<file path="src/common/idc_pkg.sv">
/*
 Constants for the DMA channel control registers: I/O offsets, field
 positions, reset values and mode encodings.
 Assumes a 4-bit I/O offset inside the DMA controller's I/O window.
*/
`default_nettype none
package idc_pkg;
    // I/O offsets inside the window
    localparam logic [3:0] OFF_WORD_LAST = 4'h7;
    localparam logic [3:0] OFF_SINGLE_MASK = 4'hA;
    localparam logic [3:0] OFF_MODE = 4'hB;
    localparam logic [3:0] OFF_BPTR_CLEAR = 4'hC;
    localparam logic [3:0] OFF_TEMP_READ = 4'hD;
    localparam logic [3:0] OFF_MASTER_CLEAR = 4'hD;
    localparam logic [3:0] OFF_ALL_MASK_CLEAR = 4'hE;
    // Field positions in written bytes
    localparam int SEL_LSB = 0;
    localparam int MASK_VALUE_BIT = 2;
    localparam int KIND_LSB = 2;
    localparam int AUTO_BIT = 4;
    localparam int DIR_BIT = 5;
    localparam int MODE_LSB = 6;
    // Values after reset or master clear
    localparam logic [3:0] MASK_RESET = 4'hF;
    localparam logic [1:0] MODE_FIELD_RESET = 2'h0;
    localparam logic [1:0] KIND_RESET = 2'h0;
    localparam logic [7:0] TEMP_RESET = 8'h00;
    localparam logic [7:0] RDATA_RESET = 8'h00;
    localparam logic BPTR_RESET = 1'b0;
    // Channel transfer modes
    typedef enum logic [1:0] {
        IDC_DEMAND,
        IDC_SINGLE,
        IDC_BLOCK,
        IDC_CASCADE
    } idc_xfer_mode_t;
    // Transfer kinds; the last code must never be programmed
    typedef enum logic [1:0] {
        IDC_VERIFY,
        IDC_WRITE,
        IDC_READ,
        IDC_ILLEGAL
    } idc_kind_t;
endpackage
`default_nettype wire

</file>
<file path="src/logic/idc_ctrl_regs.sv">
/*
 Control registers of a four-channel DMA controller: channel masks,
 per-channel mode, byte pointer flag, temporary byte and master clear.
 Assumes the I/O port, temp byte load and copy enable come from logic
 on the same clock; DMA request pins are asynchronous.
*/
`timescale 1ns/1ps
`default_nettype none
module idc_ctrl_regs #(
    parameter int CHANNELS = 4
) (
    input wire logic clock,
    input wire logic rst_b,
    input wire logic [3:0] io_addr,
    input wire logic io_wr,
    input wire logic io_rd,
    input wire logic [7:0] io_wdata,
    output logic [7:0] io_rdata,
    input wire logic memory_copy_enable,
    input wire logic temp_load,
    input wire logic [7:0] temp_data,
    input wire logic [CHANNELS-1:0] dma_request_pin,
    output logic [CHANNELS-1:0] channel_mask,
    output logic [CHANNELS-1:0] service_request,
    output logic [2*CHANNELS-1:0] transfer_mode,
    output logic [CHANNELS-1:0] address_step_direction,
    output logic [CHANNELS-1:0] auto_reload_enable,
    output logic [2*CHANNELS-1:0] transfer_kind,
    output logic [CHANNELS-1:0] kind_in_use,
    output logic byte_pointer_toggle,
    output logic soft_clear_all
);

    // Offset match for a strobe
    function automatic logic hit(input logic strobe, input logic [3:0] addr,
                                 input logic [3:0] off);
        hit = strobe && (addr == off);
    endfunction

    // Decoded strobes and synchroniser stages
    logic master_clear;
    logic mask_wr;
    logic mode_wr;
    logic all_clear_wr;
    logic word_access;
    logic [1:0] sel;
    logic [CHANNELS-1:0] req_meta;
    logic [CHANNELS-1:0] req_sync;

    // Write decode
    assign master_clear = hit(io_wr, io_addr, idc_pkg::OFF_MASTER_CLEAR);
    assign mask_wr = hit(io_wr, io_addr, idc_pkg::OFF_SINGLE_MASK);
    assign mode_wr = hit(io_wr, io_addr, idc_pkg::OFF_MODE);
    assign all_clear_wr = hit(io_wr, io_addr, idc_pkg::OFF_ALL_MASK_CLEAR);
    assign word_access = (io_wr || io_rd) && (io_addr <= idc_pkg::OFF_WORD_LAST);
    assign sel = io_wdata[idc_pkg::SEL_LSB +: 2];

    // Pulse telling the rest of the controller to reset and go idle
    // Registered so downstream logic sees one clean cycle
    always_ff @(posedge clock or negedge rst_b)
    begin
        if (!rst_b)
            soft_clear_all <= 1'b0;
        else
            soft_clear_all <= master_clear;
    end

    // Request pin synchroniser
    // Only the second stage feeds logic; the first may be metastable
    always_ff @(posedge clock or negedge rst_b)
    begin
        if (!rst_b)
        begin
            req_meta <= '0;
            req_sync <= '0;
        end
        else
        begin
            req_meta <= dma_request_pin;
            req_sync <= req_meta;
        end
    end

    // Channel masks; all-clear wins over a single set in the same cycle
    // Reset and master clear leave every channel masked
    always_ff @(posedge clock or negedge rst_b)
    begin
        if (!rst_b)
            channel_mask <= idc_pkg::MASK_RESET;
        else if (master_clear)
            channel_mask <= idc_pkg::MASK_RESET;
        else if (all_clear_wr)
            channel_mask <= '0;
        else if (mask_wr)
            channel_mask[sel] <= io_wdata[idc_pkg::MASK_VALUE_BIT];
    end

    // Requests passed on only for unmasked channels
    // Pin to output takes three edges: two sync stages and this flop
    always_ff @(posedge clock or negedge rst_b)
    begin
        if (!rst_b)
            service_request <= '0;
        else if (master_clear)
            service_request <= '0;
        else
            service_request <= req_sync & ~channel_mask;
    end

    // Per-channel mode fields
    // Each channel owns one slice of every packed mode field
    genvar ch;
    generate
        for (ch = 0; ch < CHANNELS; ch++)
        begin : g_mode
            logic mode_here;
            assign mode_here = mode_wr && (sel == 2'(ch));

            always_ff @(posedge clock or negedge rst_b)
            begin
                if (!rst_b)
                begin
                    transfer_mode[2*ch +: 2] <= idc_pkg::MODE_FIELD_RESET;
                    address_step_direction[ch] <= 1'b0;
                    auto_reload_enable[ch] <= 1'b0;
                    transfer_kind[2*ch +: 2] <= idc_pkg::KIND_RESET;
                end
                else if (master_clear)
                begin
                    transfer_mode[2*ch +: 2] <= idc_pkg::MODE_FIELD_RESET;
                    address_step_direction[ch] <= 1'b0;
                    auto_reload_enable[ch] <= 1'b0;
                    transfer_kind[2*ch +: 2] <= idc_pkg::KIND_RESET;
                end
                else if (mode_here)
                begin
                    transfer_mode[2*ch +: 2] <= io_wdata[idc_pkg::MODE_LSB +: 2];
                    address_step_direction[ch] <= io_wdata[idc_pkg::DIR_BIT];
                    auto_reload_enable[ch] <= io_wdata[idc_pkg::AUTO_BIT];
                    transfer_kind[2*ch +: 2] <= io_wdata[idc_pkg::KIND_LSB +: 2];
                end
            end

            // Kind matters only outside cascade and memory copy
            always_ff @(posedge clock or negedge rst_b)
            begin
                if (!rst_b)
                    kind_in_use[ch] <= 1'b0;
                else
                    kind_in_use[ch] <= !memory_copy_enable &&
                        (transfer_mode[2*ch +: 2] != idc_pkg::IDC_CASCADE);
            end

            // Kind flag follows the stored mode one cycle later
            cascade_kind_a: assert property (@(posedge clock) disable iff (!rst_b)
                transfer_mode[2*ch +: 2] == idc_pkg::IDC_CASCADE
                |=> !kind_in_use[ch])
                else $error("kind in use under cascade");

            kind_used_a: assert property (@(posedge clock) disable iff (!rst_b)
                rst_b && !memory_copy_enable && transfer_mode[2*ch +: 2] != idc_pkg::IDC_CASCADE
                |=> kind_in_use[ch])
                else $error("kind unused outside cascade and copy");
        end
    endgenerate

    // Byte pointer: cleared by its register, toggled by word byte accesses
    // One offset per cycle, so clear and toggle never meet
    always_ff @(posedge clock or negedge rst_b)
    begin
        if (!rst_b)
            byte_pointer_toggle <= idc_pkg::BPTR_RESET;
        else if (master_clear || hit(io_wr, io_addr, idc_pkg::OFF_BPTR_CLEAR))
            byte_pointer_toggle <= idc_pkg::BPTR_RESET;
        else if (word_access)
            byte_pointer_toggle <= !byte_pointer_toggle;
    end

    // Temporary byte caught from the memory copy path
    // Master clear empties it as a hardware reset would
    logic [7:0] temp_byte;
    always_ff @(posedge clock or negedge rst_b)
    begin
        if (!rst_b)
            temp_byte <= idc_pkg::TEMP_RESET;
        else if (master_clear)
            temp_byte <= idc_pkg::TEMP_RESET;
        else if (temp_load)
            temp_byte <= temp_data;
    end

    // Read data, one cycle after the read strobe; other offsets read zero
    // A read at the shared offset never starts a master clear
    always_ff @(posedge clock or negedge rst_b)
    begin
        if (!rst_b)
            io_rdata <= idc_pkg::RDATA_RESET;
        else if (hit(io_rd, io_addr, idc_pkg::OFF_TEMP_READ))
            io_rdata <= temp_byte;
        else
            io_rdata <= idc_pkg::RDATA_RESET;
    end

    // Checks
    single_mask_a: assert property (@(posedge clock) disable iff (!rst_b)
        mask_wr && !master_clear && !all_clear_wr
        |=> channel_mask[$past(sel)] == $past(io_wdata[idc_pkg::MASK_VALUE_BIT]))
        else $error("single mask write not applied");

    mode_field_a: assert property (@(posedge clock) disable iff (!rst_b)
        mode_wr && !master_clear
        |=> transfer_mode[2*$past(sel) +: 2] == $past(io_wdata[7:6]))
        else $error("transfer mode not stored");

    step_dir_a: assert property (@(posedge clock) disable iff (!rst_b)
        mode_wr && !master_clear
        |=> address_step_direction[$past(sel)] == $past(io_wdata[5]))
        else $error("step direction not stored");

    auto_reload_a: assert property (@(posedge clock) disable iff (!rst_b)
        mode_wr && !master_clear
        |=> auto_reload_enable[$past(sel)] == $past(io_wdata[4]))
        else $error("auto reload not stored");

    kind_field_a: assert property (@(posedge clock) disable iff (!rst_b)
        mode_wr && !master_clear
        |=> transfer_kind[2*$past(sel) +: 2] == $past(io_wdata[3:2]))
        else $error("transfer kind not stored");

    kind_ignored_a: assert property (@(posedge clock) disable iff (!rst_b)
        memory_copy_enable |=> kind_in_use == '0)
        else $error("kind in use during memory copy");

    other_chan_a: assert property (@(posedge clock) disable iff (!rst_b)
        mode_wr && !master_clear && sel != 2'h0
        |=> $stable(transfer_mode[1:0]) && $stable(transfer_kind[1:0]))
        else $error("mode write touched wrong channel");

    bptr_clear_a: assert property (@(posedge clock) disable iff (!rst_b)
        hit(io_wr, io_addr, idc_pkg::OFF_BPTR_CLEAR) ##1 !word_access
        |=> !byte_pointer_toggle)
        else $error("byte pointer not cleared");

    temp_read_a: assert property (@(posedge clock) disable iff (!rst_b)
        hit(io_rd, io_addr, idc_pkg::OFF_TEMP_READ) |=> io_rdata == $past(temp_byte))
        else $error("temporary byte read wrong");

    master_clear_a: assert property (@(posedge clock) disable iff (!rst_b)
        master_clear |=> channel_mask == idc_pkg::MASK_RESET && !byte_pointer_toggle
        && soft_clear_all && transfer_mode == '0 && service_request == '0)
        else $error("master clear incomplete");

    all_unmask_a: assert property (@(posedge clock) disable iff (!rst_b)
        all_clear_wr && !master_clear |=> channel_mask == '0)
        else $error("all-mask clear failed");

    bptr_toggle_a: assert property (@(posedge clock) disable iff (!rst_b)
        word_access && !master_clear ##1 word_access && !master_clear
        |=> byte_pointer_toggle == $past(byte_pointer_toggle, 2))
        else $error("byte pointer did not alternate");

    // Request gating, byte pointer step, read data, the clear pulse and single mask isolation
    masked_request_a: assert property (@(posedge clock) disable iff (!rst_b)
        !master_clear
        |=> service_request == ($past(req_sync) & ~$past(channel_mask)))
        else $error("masked channel request passed on");

    bptr_step_a: assert property (@(posedge clock) disable iff (!rst_b)
        word_access && !master_clear
        |=> byte_pointer_toggle != $past(byte_pointer_toggle))
        else $error("byte pointer did not toggle");

    // A strobe must leave no trace the cycle after
    soft_pulse_a: assert property (@(posedge clock) disable iff (!rst_b)
        !master_clear
        |=> !soft_clear_all)
        else $error("master clear pulse too long");

    read_zero_a: assert property (@(posedge clock) disable iff (!rst_b)
        io_rd && io_addr != idc_pkg::OFF_TEMP_READ
        |=> io_rdata == idc_pkg::RDATA_RESET)
        else $error("unmapped read returned data");

    other_mask_a: assert property (@(posedge clock) disable iff (!rst_b)
        mask_wr && sel != 2'h0
        |=> $stable(channel_mask[0]))
        else $error("mask write touched channel 0");

endmodule // idc_ctrl_regs
`default_nettype wire

</file>
<file path="config.mk">
export PLATFORM = sky130hd
export DESIGN_NAME = idc_ctrl_regs
export DESIGN_NICKNAME = d
export VERILOG_FILES = /design/src/common/idc_pkg.sv /design/src/logic/idc_ctrl_regs.sv
export SDC_FILE = /design/constraint.sdc
export NUM_CORES = 1
export LEC_CHECK = 0
export CAP_MARGIN = 10
export CORE_AREA = 2 2 79 81
export DETAILED_ROUTE_END_ITERATION = 8
export DIE_AREA = 0 0 81 83
export DONT_BUFFER_PORTS = 1
export PLACE_DENSITY_LB_ADDON = 0.3
export SYNTH_ARGS = -nofsm -noshare
export SYNTH_HDL_FRONTEND = slang
export SYNTH_SLANG_ARGS = --single-unit
</file>
<file path="constraint.sdc">
create_clock -name clock -period 0.8 [get_ports clock]
set_input_delay 0.04 -clock clock [delete_from_list [all_inputs] [get_ports clock]]
set_output_delay 0.04 -clock clock [all_outputs]
set_load 0.05 [all_outputs]
</file>
---- Word-level counts from Yosys, hierarchy flattened ----
Cells that the tools add are included.
cells by class
  muxes and demuxes ....................... 44
  eq/ne operators ......................... 12
  bitwise logic cells ..................... 2
  order comparisons ....................... 3
  reductions and logical operators ........ 28
operators with widths
  operator                                                           number
  2-to-1 mux 2 bit                                                   16
  2-to-1 mux 8 bit                                                   3
  == test 4 bit, second input constant                               5
  2-to-1 mux 1 bit                                                   19
  logical AND 1 bit                                                  16
  2-to-1 mux 4 bit                                                   4
  nonzero test 2 bit                                                 6
  != test 2 bit, second input constant                               4
  AND 4 bit                                                          1
  bitwise mux 4 bit                                                  1
  == test 2 bit, second input constant                               2
  less-or-equal comparator 4 x 3 -> 1 bit, second input constant     1
  NOT 4 bit                                                          1
  < comparator 2 x 3 -> 1 bit, second input constant                 1
  nonzero test 3 bit                                                 1
  demux 1 bit (select 2 bit)                                         1
  == test 2 x 1 -> 1 bit, second input constant                      1
  greater-or-equal comparator 2 x 1 -> 1 bit, second input constant  1
  zero test 1 bit                                                    2
  zero test 2 bit                                                    1
  logical OR 1 bit                                                   2
word-level totals
  word-level logic and storage cells ...... 117
  output and inout bits ................... 46
  bits in registers ....................... 62

---- Logic depth before layout (Yosys ltp) ----
  depth after elaboration ................. 8
  mapped depth ............................ 7
  mapped depth without buffers ............ 4

---- Worst setup path before layout ----
Ideal clock, no wire load.
  path type ............................... reg2reg
  start ................................... register byte_pointer_toggle
  end ..................................... register byte_pointer_toggle
  data required time ...................... 0.680 ns
  buffers on the path ..................... 0
  period minus slack after synthesis ...... 1.048 ns
  arrival ................................. 0.928 ns
  path slack .............................. -0.248 ns
  setup time .............................. 0.120 ns
  stages on the path, launching flop included .. 3
  cells stage by stage .................... dfrtp_1 nor3_1 a31o_2
on the way
  word-level cells in the longest chain between the ends .. 3
ends and longest elaborated chain
  item                    line                  text
  from (decl)             idc_ctrl_regs.sv:30   output logic byte_pointer_toggle,
  from (signal assigned)  idc_ctrl_regs.sv:172  byte_pointer_toggle <= idc_pkg::BPTR_RESET;
  from (signal assigned)  idc_ctrl_regs.sv:174  byte_pointer_toggle <= idc_pkg::BPTR_RESET;
  from (signal assigned)  idc_ctrl_regs.sv:176  byte_pointer_toggle <= !byte_pointer_toggle;
  zero test 1 bit         idc_ctrl_regs.sv:176
  2-to-1 mux 1 bit        idc_ctrl_regs.sv:175  else if (word_access)
  2-to-1 mux 1 bit        idc_ctrl_regs.sv:173  else if (master_clear || hit(io_wr, io_addr, idc_pkg::OFF_BPTR_CLEAR))
Every way passes these cells. The select of a mux whose other input is x is not followed.
A chain may end at the register's enable or synchronous reset.

---- Final worst setup path ----
  start ................................... register channel_mask[1]
  end ..................................... output channel_mask[1]
RTL lines
  item                               line                 text
  from (decl)                        idc_ctrl_regs.sv:23  output logic [CHANNELS-1:0] channel_mask,
  from (signal assigned)             idc_ctrl_regs.sv:89  channel_mask <= idc_pkg::MASK_RESET;
  from (signal assigned)             idc_ctrl_regs.sv:91  channel_mask <= idc_pkg::MASK_RESET;
  from (signal, indexed assignment)  idc_ctrl_regs.sv:95  channel_mask[sel] <= io_wdata[idc_pkg::MASK_VALUE_BIT];
No word-level cell between the ends.

==> reports/qor.txt <==
Outcome -> finished, violations left
Failing checks -> hold timing, setup timing
Hold buffers post-CTS -> 26
Power Dens Cells -> 2090 mW/mm^2
Tot GR Track Use -> 19.9%
Crit Path Category -> reg -> out
CTS tree -> built
Total Power -> 8.39 mW
Net count after synthesis -> 250
Fin Clk Skew -> 0.0101 ns
Hold Vio Cnt, Final -> 70
Achievable frequency -> 0.861 GHz
RR Startpoint -> channel_mask[1]
Unrepaired setup endpoints after global routing -> yes
Pre-CTS setup slack -> -0.196 ns
Clk Latency, worst-skew pair -> 0.34 ns
Iteration-0 DRC Markers -> 128
Slew Viols, Final -> 0
Period utilization -> 145%
Final ANT Viol Nets -> 0
Worst setup SP type -> flop
CTS Sinks -> 62
Placed cell areas -> 0.00319 sq mm
Post-route setup TNS -> -7.44 ns
YS warnings -> 0
Leakage -> 1.73 nW
RR Endpoint -> channel_mask[1]
R2r setup slk -> -0.16 ns
Total die area -> 0.00672 sq mm
Core ar. -> 0.00582 sq mm
Tmin final -> 1.16 ns
Share of layout cells above drive strength 1 -> 49.8%
M1 GR Usage -> 25.1%
Post-Syn Area per Cell -> 11.3 sq um
Register area share after synthesis -> 62.7%
GR Layer Usage met2 -> 31.2%
Antenna diode count -> 0
CP max FO -> 2
Die Wd -> 81 um
Asr flop ratio synth -> 100%
PortBufs -> 0
Clock Tree Root -> clkbuf_8
Gpl congestion -> 0.771
Cell area after synthesis -> 0.00248 sq mm
Post-synthesis cell count -> 220
Peak supply drop -> 0.00140 V
First-pass GRT wire length -> 10,200 um
Number of global-route vias before repair -> 2,131
Clock transition at path regs -> 0.07 ns
Routed vias/inst -> 5.23
Final wirelength -> 6350 um
Maximum number of pins on one net before global-route repair -> 63
Initial Util -> 42.7%
Final worst slack -> -0.362 ns
Hold Path Class -> in -> async
Post-synth EDFFs -> 0
Vias after detailed routing -> 2,082
Leading post-synthesis cells by cell area -> dfrtp_1 (58%), a21oi_1 (5.6%), o21ai_0 (5.4%), nand3_1 (5.2%), dfstp_2 (4.2%)
Die Ht -> 83 um
Dpl hpwl -> 3740 um
Final core occ -> 69.1%
Relative slew margins -> 79.9%
Actual slew at the worst max-slew pin -> 0.302 ns
Yosys reg bits -> 62
Initial antenna violation count -> 0
Fin area -> 0.00402 sq mm
Share of the synthesized area in the top cell type -> 58.5%
Global route overflow -> 0
Hold WS -> -0.608 ns
Remaining DRCs -> 0
Number of max-cap violations -> 0
Worst setup EP type -> output port
Worst Path Required -> 0.76 ns
CTS Buffer Depth -> 2
Average wire per standard cell -> 15.9 um
Fin nets -> 348
GR Layer Usage met3 -> 5.98%
DR pass1 iterations -> 5
Row count -> 28
Reg2reg path depth -> 3
Worst path arrival time -> 1.12 ns
Netlist cell types -> 33
H-Tree Depth -> 3
Boundary Pins -> 76
Num CTS Buffers -> 9
Syn-to-layout area delta -> 61.9%
Final setup violating endpoints -> 55
Cell accounting for the most synthesized area -> dfrtp_1
Global routing's busiest layer -> met2
Most common flop cell mapped by yosys -> dfrtp_1
[metal layers]
layer  up-vias  share of wire [%]
li1        984                  -
met4         0                2.0
met1      1019                 42
met5         -                  0
met3         9                5.4
met2        70                 51
[area by class of cell]
type	instances	area, sq um
clock buffers	11	131
flip-flops and latches	62	1590
fillers	419	1800
clock inverters	5	27.5
inverters	2	15.0
multi-input cells	141	991
well taps	75	93.8
repair buffers	102	1170
[Yosys cell counts (2+ instances only)]
library cell   n
dfrtp_1       58
a21oi_1       28
o21ai_0       27
nand3_1       26
nor2_1        11
and2_1         9
mux2i_1        8
buf_2          6
a31oi_1        4
dfstp_2        4
nor3b_1        4
clkbuf_1       3
nand2_1        3
nand3b_1       3
nand4b_1       3
and4b_1        2
buf_1          2
buf_6          2
nor2b_1        2
o31ai_1        2
[critical path, stage by stage, from the launching register on]
cell	delay, ns
dfstp_2	0.56
buf_12	0.11
buf_12	0.12
[through the flow]
stage / hold WS (ns) / std cells
CTS: -0.632 / 394
finish: -0.608 / 398
global route: -0.633 / 398
floorplan: -0.256 / 220
detailed placement: -0.255 / 341
global placement: -0.255 / 341
[how the worst max path moves through the flow]
stage / startpoint / end / slack, ns / cells after the start
2_1_floorplan: channel_mask[2] / channel_mask[2] / -0.23 / 2
3_3_place_gp: io_addr[1] / service_request[0] / -0.18 / 4
3_5_place_dp: io_addr[1] / service_request[2] / -0.20 / 4
4_1_cts: channel_mask[1] / channel_mask[1] / -0.38 / 2
5_1_grt: channel_mask[1] / channel_mask[1] / -0.40 / 2
6_report: channel_mask[1] / channel_mask[1] / -0.36 / 2
[what timing repair did]
action                                  CTS  global route
endpoints found under the hold margin   107            70
pin swaps                                 5             9
gates cloned                              0             0
buffers inserted                         11             5
gates resized for setup                  56            24
endpoints found under the setup margin   54            65
[cells by family after synthesis]
logic type / after synthesis / synth area share (%)
simple gates: 71 / 16.8
compound gates: 62 / 13.1
flops: 62 / 62.7
buf+inv: 17 / 4.18
mux: 8 / 3.23
[power by group]
group | switching [mW] | internal (mW)
registers | 0.186 | 3.47
logic | 1.27 | 1.19
clock network | 1.17 | 1.10
[cells in the final DEF (no fill, tap or decap), types with 2 or more instances in the layout]
cell type / n
dfrtp_2: 25
nand3b_1: 3
dlygate4sd3_1: 23
o21ai_2: 7
a21oi_1: 7
nor2_1: 10
mux2i_1: 8
nand3_1: 26
clkinv_2: 4
nor3b_2: 4
buf_4: 10
o21ai_4: 2
dfrtp_1: 33
a21oi_2: 21
buf_12: 10
nand2_1: 3
nand4b_1: 3
and2_1: 9
o21ai_0: 4
o21ai_1: 14
clkbuf_8: 9
buf_6: 56
clkbuf_1: 2
and4b_1: 2
a31oi_1: 4
dfstp_2: 4
dlymetal6s4s_1: 3
[flip-flops by register name, summed over array words and instances (netlist names)]
signal and flops:
io_rdata 8, temp_byte 8, transfer_kind 8, transfer_mode 8, address_step_direction 4, auto_reload_enable 4, channel_mask 4, kind_in_use 4
req_meta 4, req_sync 4, service_request 4, byte_pointer_toggle 1, soft_clear_all 1
Power figures use the tool's default switching activity.
